--- config.mk ---
export PLATFORM = sky130hd
export DESIGN_NAME = scb_regs
export DESIGN_NICKNAME = d
export VERILOG_FILES = /design/src/verilog/scb_regs.v /design/src/verilog/scb_sync.v
export VERILOG_INCLUDE_DIRS = /design/src /design/src/verilog
export SDC_FILE = /design/constraint.sdc
export NUM_CORES = 1
export LEC_CHECK = 0
export ABC_AREA = 1
export BUFFER_PORTS_ARGS = -buffer_cell sky130_fd_sc_hd__buf_2
export CORE_MARGIN = 2
export CORE_UTILIZATION = 51
export CTS_CLUSTER_DIAMETER = 50
export DETAILED_ROUTE_END_ITERATION = 8
export PLACE_DENSITY = 0.79
export SLEW_MARGIN = 25
export SYNTH_ARGS = -nofsm -noshare
export SYNTH_HDL_FRONTEND = slang
export SYNTH_SLANG_ARGS = --single-unit
--- constraint.sdc ---
create_clock -name ref_clk_in -period 1.35 [get_ports ref_clk_in]
set_input_delay 0.0675 -clock ref_clk_in [delete_from_list [all_inputs] [get_ports ref_clk_in]]
set_output_delay 0.0675 -clock ref_clk_in [all_outputs]
set_load 0.01 [all_outputs]
--- src/verilog/scb_map.vh ---
// Register offsets, field positions, reset values and timing counts for
// the bus configuration/status and interrupt register pair.
// Assumes inclusion by bare name from the design files of this block.
`ifndef SCB_MAP_VH
`define SCB_MAP_VH

// ----------------------------------------------------------------------
// Register offsets on the local processor port
// ----------------------------------------------------------------------
`define SCB_ADDR_W 5
`define SCB_ADDR_CFG 5'h04
`define SCB_ADDR_INT 5'h05

// ----------------------------------------------------------------------
// Configuration write fields
// ----------------------------------------------------------------------
`define SCB_CFG_FORCE 7
`define SCB_CFG_HARD 6
`define SCB_CFG_SOFT 5
`define SCB_CFG_SKIP_ARB 4
`define SCB_CFG_SETUP 3
`define SCB_CFG_ID_HI 2
`define SCB_CFG_ID_LO 0

// ----------------------------------------------------------------------
// Status read fields
// ----------------------------------------------------------------------
`define SCB_ST_CONN 7
`define SCB_ST_SEL 6
`define SCB_ST_BSY 5
`define SCB_ST_ACK 4
`define SCB_ST_REQ 3
`define SCB_ST_MSG 2
`define SCB_ST_CD 1
`define SCB_ST_IO 0

// ----------------------------------------------------------------------
// Interrupt mask / status fields
// ----------------------------------------------------------------------
`define SCB_IRQ_DONE 0
`define SCB_IRQ_EXT 1
`define SCB_IRQ_PAR 2
`define SCB_IRQ_HALF 3
`define SCB_IRQ_PHASE 4
`define SCB_IRQ_SEL 5
`define SCB_IRQ_RST 6
`define SCB_IRQ_ATN 7
// Bits held in latches; the others pass live to the mask gate
`define SCB_IRQ_LATCHED 8'h5F

// ----------------------------------------------------------------------
// Reset values and timing
// ----------------------------------------------------------------------
`define SCB_BYTE_ZERO 8'h00
`define SCB_ID_ONE 8'h01
`define SCB_SETUP_CLKS 2'h2
`define SCB_CNT_ZERO 2'h0
`define SCB_CNT_ONE 2'h1
`define SCB_SYNC_W 9

// ----------------------------------------------------------------------
// Synchronised pin positions
// ----------------------------------------------------------------------
`define SCB_PIN_RST 8
`define SCB_PIN_ATN 7
`define SCB_PIN_SEL 6
`define SCB_PIN_BSY 5
`define SCB_PIN_ACK 4
`define SCB_PIN_REQ 3
`define SCB_PIN_MSG 2
`define SCB_PIN_CD 1
`define SCB_PIN_IO 0

`endif

--- src/verilog/scb_regs.v ---
// Bus configuration/status and interrupt mask/status register pair of a
// bus interface controller, on the local processor register port.
// Assumes the pipeline sequencer, FIFO and transfer logic sit alongside on
// the same clock; the bus control lines arrive as asynchronous pins.
`timescale 1ns/10ps
`include "scb_map.vh"

module scb_regs (
  // Clock and reset
  input wire ref_clk_in,
  input wire rst_in,
  // Local processor register port
  input wire [4:0] cpu_addr_in,
  input wire [7:0] cpu_wdata_in,
  input wire cpu_wr_in,
  input wire cpu_rd_in,
  output reg [7:0] cpu_rdata_out,
  output wire cpu_irq_out,
  // Bus control pins, active low
  input wire bus_sel_n_in,
  input wire bus_bsy_n_in,
  input wire bus_ack_n_in,
  input wire bus_req_n_in,
  input wire bus_msg_n_in,
  input wire bus_cd_n_in,
  input wire bus_io_n_in,
  input wire bus_atn_n_in,
  input wire bus_rst_n_in,
  // Arbitration identifier on the data lines, open drain
  output wire [7:0] arb_data_out,
  output wire [7:0] arb_data_oe_out,
  // Sequencer status
  input wire seq_connected_in,
  input wire seq_initiator_in,
  input wire seq_arbitrating_in,
  input wire seq_cmd_done_in,
  input wire seq_cmd_int_req_in,
  input wire seq_abnormal_in,
  input wire seq_orderly_point_in,
  input wire seq_selected_in,
  input wire sel_response_en_in,
  input wire async_write_start_in,
  // FIFO and data path events
  input wire fifo_half_access_in,
  input wire parity_error_in,
  input wire overrun_in,
  // Sequencer control
  output wire force_connect_out,
  output wire skip_arbitration_out,
  output wire soft_abort_pending_out,
  output reg pipeline_clear_out,
  output reg sequencer_halt_out,
  output reg sm_error_set_out,
  output reg cmd_complete_event_out,
  output wire write_setup_hold_out
);

  // --------------------------------------------------------------------
  // Declarations
  // --------------------------------------------------------------------
  reg force_connect;
  reg soft_abort;
  reg skip_arbitration;
  reg extra_setup;
  reg [2:0] own_id;
  reg [7:0] irq_mask;
  reg [7:0] irq_latch;
  reg [7:0] read_snapshot;
  reg cpu_rd_prev;
  reg [2:0] phase_prev;
  reg phase_valid;
  reg [1:0] setup_count;
  reg [7:0] next_irq_latch;
  reg [7:0] irq_set;
  wire [`SCB_SYNC_W-1:0] pins_async;
  wire [`SCB_SYNC_W-1:0] pins_sync;
  wire live_sel;
  wire live_bsy;
  wire live_ack;
  wire live_req;
  wire live_msg;
  wire live_cd;
  wire live_io;
  wire live_atn;
  wire live_rst;
  wire connected;
  wire [2:0] phase_now;
  wire [7:0] status_view;
  wire [7:0] irq_view;
  wire cfg_write;
  wire mask_write;
  wire hard_abort;
  wire soft_done;
  wire rd_start;
  wire rd_end;
  wire int_read;

  // --------------------------------------------------------------------
  // Pin synchronisers (active-low pins turned to asserted levels)
  // --------------------------------------------------------------------
  // Nine pins, each reading one when another device pulls its line low
  assign pins_async = ~{bus_rst_n_in, bus_atn_n_in, bus_sel_n_in, bus_bsy_n_in,
                        bus_ack_n_in, bus_req_n_in, bus_msg_n_in, bus_cd_n_in,
                        bus_io_n_in};

  scb_sync #(
    .W(`SCB_SYNC_W)
  ) u_sync (
    .ref_clk_in(ref_clk_in),
    .rst_in(rst_in),
    .async_in(pins_async),
    .sync_out(pins_sync)
  );

  assign live_rst = pins_sync[`SCB_PIN_RST];
  assign live_atn = pins_sync[`SCB_PIN_ATN];
  assign live_sel = pins_sync[`SCB_PIN_SEL];
  assign live_bsy = pins_sync[`SCB_PIN_BSY];
  assign live_ack = pins_sync[`SCB_PIN_ACK];
  assign live_req = pins_sync[`SCB_PIN_REQ];
  assign live_msg = pins_sync[`SCB_PIN_MSG];
  assign live_cd = pins_sync[`SCB_PIN_CD];
  assign live_io = pins_sync[`SCB_PIN_IO];
  assign phase_now = {live_msg, live_cd, live_io};

  // --------------------------------------------------------------------
  // Register port decode
  // --------------------------------------------------------------------
  // The processor port is taken as synchronous to the system clock
  assign cfg_write = cpu_wr_in && (cpu_addr_in == `SCB_ADDR_CFG);
  assign mask_write = cpu_wr_in && (cpu_addr_in == `SCB_ADDR_INT);
  assign int_read = cpu_rd_in && (cpu_addr_in == `SCB_ADDR_INT);
  assign rd_start = int_read && !cpu_rd_prev;
  // Trailing edge: strobe dropped after an interrupt status read
  assign rd_end = !cpu_rd_in && cpu_rd_prev;

  // Hard abort is a write-time pulse; the bit itself is never stored
  assign hard_abort = cfg_write && cpu_wdata_in[`SCB_CFG_HARD];
  assign soft_done = soft_abort && seq_orderly_point_in && !hard_abort;

  // --------------------------------------------------------------------
  // Configuration register
  // --------------------------------------------------------------------
  always @(posedge ref_clk_in)
  begin
    if (rst_in)
    begin
      force_connect <= 1'b0;
      soft_abort <= 1'b0;
      skip_arbitration <= 1'b0;
      extra_setup <= 1'b0;
      own_id <= 3'h0;
    end
    else
    begin
      if (cfg_write)
      begin
        force_connect <= cpu_wdata_in[`SCB_CFG_FORCE];
        skip_arbitration <= cpu_wdata_in[`SCB_CFG_SKIP_ARB];
        extra_setup <= cpu_wdata_in[`SCB_CFG_SETUP];
        own_id <= cpu_wdata_in[`SCB_CFG_ID_HI:`SCB_CFG_ID_LO];
      end
      // Hard abort supersedes any soft abort still waiting
      if (hard_abort)
        soft_abort <= 1'b0;
      else if (cfg_write && cpu_wdata_in[`SCB_CFG_SOFT])
        soft_abort <= 1'b1;
      else if (soft_done)
        soft_abort <= 1'b0;
    end
  end

  assign force_connect_out = force_connect;
  assign skip_arbitration_out = skip_arbitration;
  // Lets the sequencer look for its next orderly stopping point
  assign soft_abort_pending_out = soft_abort;
  assign connected = seq_connected_in || force_connect;

  // --------------------------------------------------------------------
  // Abort pulses to the sequencer
  // --------------------------------------------------------------------
  always @(posedge ref_clk_in)
  begin
    if (rst_in)
    begin
      pipeline_clear_out <= 1'b0;
      sequencer_halt_out <= 1'b0;
      sm_error_set_out <= 1'b0;
      cmd_complete_event_out <= 1'b0;
    end
    else
    begin
      // Abnormal termination empties the queue just as an abort does
      pipeline_clear_out <= hard_abort || soft_done || seq_abnormal_in;
      sequencer_halt_out <= hard_abort;
      sm_error_set_out <= hard_abort || soft_done;
      cmd_complete_event_out <= hard_abort || soft_done;
    end
  end

  // --------------------------------------------------------------------
  // Arbitration identifier, decoded to one line
  // --------------------------------------------------------------------
  // Open drain: a line is pulled only where the decoded bit is one
  // Data value never leaves zero, so no line is ever driven high
  assign arb_data_out = `SCB_BYTE_ZERO;
  assign arb_data_oe_out = seq_arbitrating_in ? (`SCB_ID_ONE << own_id) : `SCB_BYTE_ZERO;

  // --------------------------------------------------------------------
  // Extra data setup for asynchronous writes
  // --------------------------------------------------------------------
  // Synchronous transfers never raise the start strobe, so they are untouched
  always @(posedge ref_clk_in)
  begin
    if (rst_in)
      setup_count <= `SCB_CNT_ZERO;
    else if (async_write_start_in && extra_setup)
      // A new start reloads the count, so each write gets the full setup
      setup_count <= `SCB_SETUP_CLKS;
    else if (setup_count != `SCB_CNT_ZERO)
      setup_count <= setup_count - `SCB_CNT_ONE;
  end

  assign write_setup_hold_out = (setup_count != `SCB_CNT_ZERO);

  // --------------------------------------------------------------------
  // Phase change tracking in initiator role
  // --------------------------------------------------------------------
  always @(posedge ref_clk_in)
  begin
    if (rst_in)
    begin
      phase_prev <= 3'h0;
      phase_valid <= 1'b0;
    end
    else
    begin
      // Tracked in every role, so the first compare as initiator is sound
      phase_prev <= phase_now;
      phase_valid <= seq_initiator_in && connected;
    end
  end

  // --------------------------------------------------------------------
  // Interrupt events and latches
  // --------------------------------------------------------------------
  always @*
  begin
    irq_set = `SCB_BYTE_ZERO;
    irq_set[`SCB_IRQ_DONE] = (seq_cmd_done_in && seq_cmd_int_req_in)
                             || seq_abnormal_in || hard_abort || soft_done;
    irq_set[`SCB_IRQ_EXT] = seq_abnormal_in || hard_abort || soft_done;
    irq_set[`SCB_IRQ_PAR] = parity_error_in || overrun_in;
    irq_set[`SCB_IRQ_HALF] = fifo_half_access_in;
    irq_set[`SCB_IRQ_PHASE] = phase_valid && seq_initiator_in
                              && (phase_now != phase_prev);
    irq_set[`SCB_IRQ_RST] = live_rst;
    next_irq_latch = irq_latch;
    // Clear first, then set, so an event in the clearing cycle survives
    if (rd_end)
      next_irq_latch = next_irq_latch & ~read_snapshot;
    next_irq_latch = (next_irq_latch | irq_set) & `SCB_IRQ_LATCHED;
  end

  always @(posedge ref_clk_in)
  begin
    if (rst_in)
    begin
      irq_latch <= `SCB_BYTE_ZERO;
      irq_mask <= `SCB_BYTE_ZERO;
      read_snapshot <= `SCB_BYTE_ZERO;
      cpu_rd_prev <= 1'b0;
    end
    else
    begin
      irq_latch <= next_irq_latch;
      cpu_rd_prev <= int_read;
      if (mask_write)
        irq_mask <= cpu_wdata_in;
      // Only bits already set when the strobe began may be cleared by it
      if (rd_start)
        read_snapshot <= irq_latch;
      else if (rd_end)
        read_snapshot <= `SCB_BYTE_ZERO;
    end
  end

  // Live bits bypass the latches and reach the mask gate directly
  assign irq_view = irq_latch
                    | ({7'h00, live_atn && connected} << `SCB_IRQ_ATN)
                    | ({7'h00, seq_selected_in && sel_response_en_in} << `SCB_IRQ_SEL);

  // Level output; latched causes drop only when software clears or masks them, live ones when their source drops
  assign cpu_irq_out = |(irq_view & irq_mask);

  // --------------------------------------------------------------------
  // Status read view
  // --------------------------------------------------------------------
  // Unlatched bits may move between reads; software compares two samples
  assign status_view = {connected, live_sel, live_bsy, live_ack, live_req,
                        live_msg, live_cd, live_io};

  always @(posedge ref_clk_in)
  begin
    if (rst_in)
      cpu_rdata_out <= `SCB_BYTE_ZERO;
    else if (cpu_rd_in)
    begin
      case (cpu_addr_in)
        `SCB_ADDR_CFG: cpu_rdata_out <= status_view;
        `SCB_ADDR_INT: cpu_rdata_out <= irq_view;
        // Unused offsets read zero rather than stale data
        default: cpu_rdata_out <= `SCB_BYTE_ZERO;
      endcase
    end
  end

endmodule // scb_regs

--- src/verilog/scb_sync.v ---
// Two-flop synchroniser bank for the bus control lines.
// Assumes one clock and a synchronous, active-high reset.
`timescale 1ns/10ps

module scb_sync #(
  parameter W = 1
) (
  // Clock and reset
  input wire ref_clk_in,
  input wire rst_in,
  // Asynchronous levels and their synchronised copies
  input wire [W-1:0] async_in,
  output wire [W-1:0] sync_out
);

  genvar i;

  // --------------------------------------------------------------------
  // Per-bit flop pair; the first flop feeds only the second
  // --------------------------------------------------------------------
  generate
    for (i = 0; i < W; i = i + 1)
    begin : g_bit
      reg meta;
      reg stable;
      always @(posedge ref_clk_in)
      begin
        if (rst_in)
        begin
          meta <= 1'b0;
          stable <= 1'b0;
        end
        else
        begin
          meta <= async_in[i];
          stable <= meta;
        end
      end
      assign sync_out[i] = stable;
    end
  endgenerate

endmodule // scb_sync
==> flow_summary.toml <==
[global_routing]
grt_pass1_wl_um = 9380
grt_pass1_vias = 2232
antenna_found_initial = 0
grt_overflow_total = 0
grtUsageTotal = 0.225
grt_max_degree = 23

[layout]
nFillCells = 368
nNetsFinal = 452
final_cell_area_um2 = 3370
n_antenna_cell = 0
multi_input_area_um2 = 1070
fin_cells = 485
area_delta_synth_final_pct = 33.3
layout-drive-gt1-share = 0.263
utilization = 0.708
seq_area_um2 = 1270

[sta]
tns_ns = 0
max_clock_freq_ghz = 0.748
fin_worst_skew_ns = 0.00276
finalHoldViolCount = 0
setup_ws_ns = 0.0133
finalCriticalPeriod_ns = 1.34
period_share = 0.990
drv_slew = 0
setup_viol_count_final = 0
rsz0062_at_grt = "true"

[critical_path]
end_kind = "primary output"
crit_slowest_cell = "dfxtp_2"
critPathMaxStageDelay_ns = 0.33
crit_type = "reg -> out"
critPathLaunchType = "register"
crit_chain = "a22o_1 -> a21oi_1 -> nand3_1 -> buf_2"
path_delay_family = "compound AO/OA/AOI/OAI gates"
path_buf_inv = 1
worst-r2r-setup-slack_ns = 0.13
critPathMaxFanout = 2
worstPathRequired_ns = 1.28
worst_ep_arrival_time_ns = 1.27

[placed_design]
place_inst = 446
post_dp_cell_area_um2 = 2870
post-place-ws_ns = 0.151
place_hpwl_um = 3690
gp_congestion = 0.810
port_buffers = 63

[clock_tree]
htree_levels = 3
cts_made_buffers = 9
cts_tree = "done"
clk_latency_ns = 0.34
clock-root-buffer = "clkbuf_8"
cts_max_path_buffers = 2
numClockSinks = 63
path_clk_slew_ns = 0.07

[yosys]
synth-seq-area-share = 0.500
ys_types = 29
synth_most_common_cell = "nor2_1"
netlist_top_cells_count = "nor2_1 (66), dfxtp_1 (63), nand2_1 (60)"
synth_edf_count = 0
synth_simple_gate_area_frac = 0.308
netlist_area_um2 = 2520
synthArstFlopShare = 0
syn_area_per_cell_um2 = 7.82
synth_cells = 323
ys_ff_latch = 63
synthFlopType = "dfxtp_1"
synthMuxAreaShare = 0
synth_top_area_cell = "dfxtp_1"
synth_top_family_by_area = "simple AND/OR/NAND/NOR gates"
yosys.area_share.xor_xnor = 0.0104
synth_top_area_share = 0.500
synth-compound-area-share = 0.0867
yosys_warnings = 0
synth_fa_ha_area_frac = 0
synthTopCellsByArea = "dfxtp_1 (50%), nor2_1 (9.8%), nand2_1 (8.9%)"

[power_and_ir_drop]
power_leakage_nw = 1.62
p_sw_frac = 0.227
p_seq_frac = 0.457
combPwrFrac = 0.073
p_sw_mw = 0.964
internal-power_mw = 3.29
pwr_density_cell_nw_per_um2 = 1260
ir_drop_v = 0.000911
clkPwrFrac = 0.470

[job]
cap_violations = 0

[detailed_routing]
drc = 0
drtIter0Drc = 89
drt_pass1_iterations = 4
vias = 2313
avgViaCountPerCell = 4.77
drt_wl_total_um = 5760
wl_per_cell_um = 11.9
final_antenna_net_count = 0

[die]
die_width_um = 74.4
fp.dieH_um = 74.4
die-area_um2 = 5530
start_util = 0.531
num_rows = 25
io_pins = 72
coreArea_um2 = 4750

[status]
outcome = "completed"

[worst_hold_path]
min_path_type = "in -> reg"
[metrics by stage]
step                      power [mW]  hold WS (ns)
final                           4.25        0.0103
after global routing            4.39        0.0154
after CTS                       4.26       0.00296
after detailed placement        2.23         0.225
after global placement          2.23         0.219
after floorplan                 2.14         0.134
[state kept, by name, indices dropped and copies added, names as in the netlist, 3 cells and up]
signal               cells
irq_mask                 8
u_sync.g_bit.stable      9
cpu_rdata_out            8
u_sync.g_bit.meta        9
read_snapshot            6
phase_prev               3
irq_latch                6
own_id                   3
[final timing paths]
check / startpoint / cells past startpoint / to
max: irq_latch[2] / 4 / cpu_irq_out
min: cpu_wdata_in[6] / 3 / irq_mask[6]
max reg2reg: force_connect_out / 3 / phase_valid
min reg2reg: u_sync.g_bit[8].meta / 2 / u_sync.g_bit[8].stable
[timing repair]
action	4_1_cts	5_1_grt
gates resized for setup	4	6
endpoints found under the hold margin	28	0
setup buffers	1	0
setup endpoints to repair	1	3
pin swaps	1	3
hold buffers	22	0
[tightest hold or removal path, cell delays in order]
cell and delay [ns]:
buf_2 0.11, nor2_1 0.05, nor2_1 0.09
[cell usage in the layout, fill, tap and decap left out, types with 2 or more instances in the layout]
| cell type | synthesis | layout |
|---|---|---|
| nor2_4 | 3 | 4 |
| nor2_1 | 66 | 65 |
| conb_1 | 1 | 8 |
| nand2_1 | 60 | 58 |
| a21oi_1 | 12 | 12 |
| nand4_1 | 3 | 3 |
| buf_4 | 12 | 6 |
| buf_2 | 3 | 63 |
| dfxtp_1 | 63 | 59 |
| nand3_4 | 2 | 2 |
| nand2_2 | 2 | 4 |
| clkbuf_8 | 0 | 9 |
| nand3_1 | 23 | 23 |
| dlygate4sd3_1 | 0 | 22 |
| dfxtp_2 | 0 | 3 |
| nor2_8 | 3 | 3 |
| inv_1 | 28 | 28 |
| inv_2 | 3 | 3 |
| bufinv_16 | 0 | 3 |
| o21ai_0 | 22 | 22 |
| xnor2_1 | 2 | 2 |
[layer usage]
metal | track usage | up-vias | share of wire
li1 | - | 1182 | -
met1 | 0.258 | 1047 | 0.44
met2 | 0.374 | 71 | 0.48
met3 | 0.0759 | 13 | 0.061
met4 | 0.113 | 0 | 0.019
met5 | 0 | - | 0
[power by group through the flow]
stage	Combinational, mW	Sequential (mW)	Clock [mW]
after global routing	0.346	1.95	2.10
after CTS	0.304	1.94	2.02
final	0.311	1.94	2.00
after detailed placement	0.248	1.98	0
after floorplan	0.162	1.98	0
after global placement	0.244	1.98	0
[logic make-up (layout without fill, tap and decap cells)]
logic type | Yosys count | after routing
AOI/OAI and AO/OA | 40 | 40
and+or+nand+nor | 166 | 166
buffers and inverters | 50 | 138
DFF | 63 | 63
other | 1 | 8
xor gates and xnor gates | 3 | 3
[cell type report]
cell class	instances	area share
clock buffers	9	0.0368
well taps	67	0.0249
multi-input cells	217	0.319
repair buffers	91	0.172
clock inverters	7	0.0357
inverters	31	0.0346
flip-flops and latches	63	0.377
Note: power is estimated with default switching activity, not from simulation.
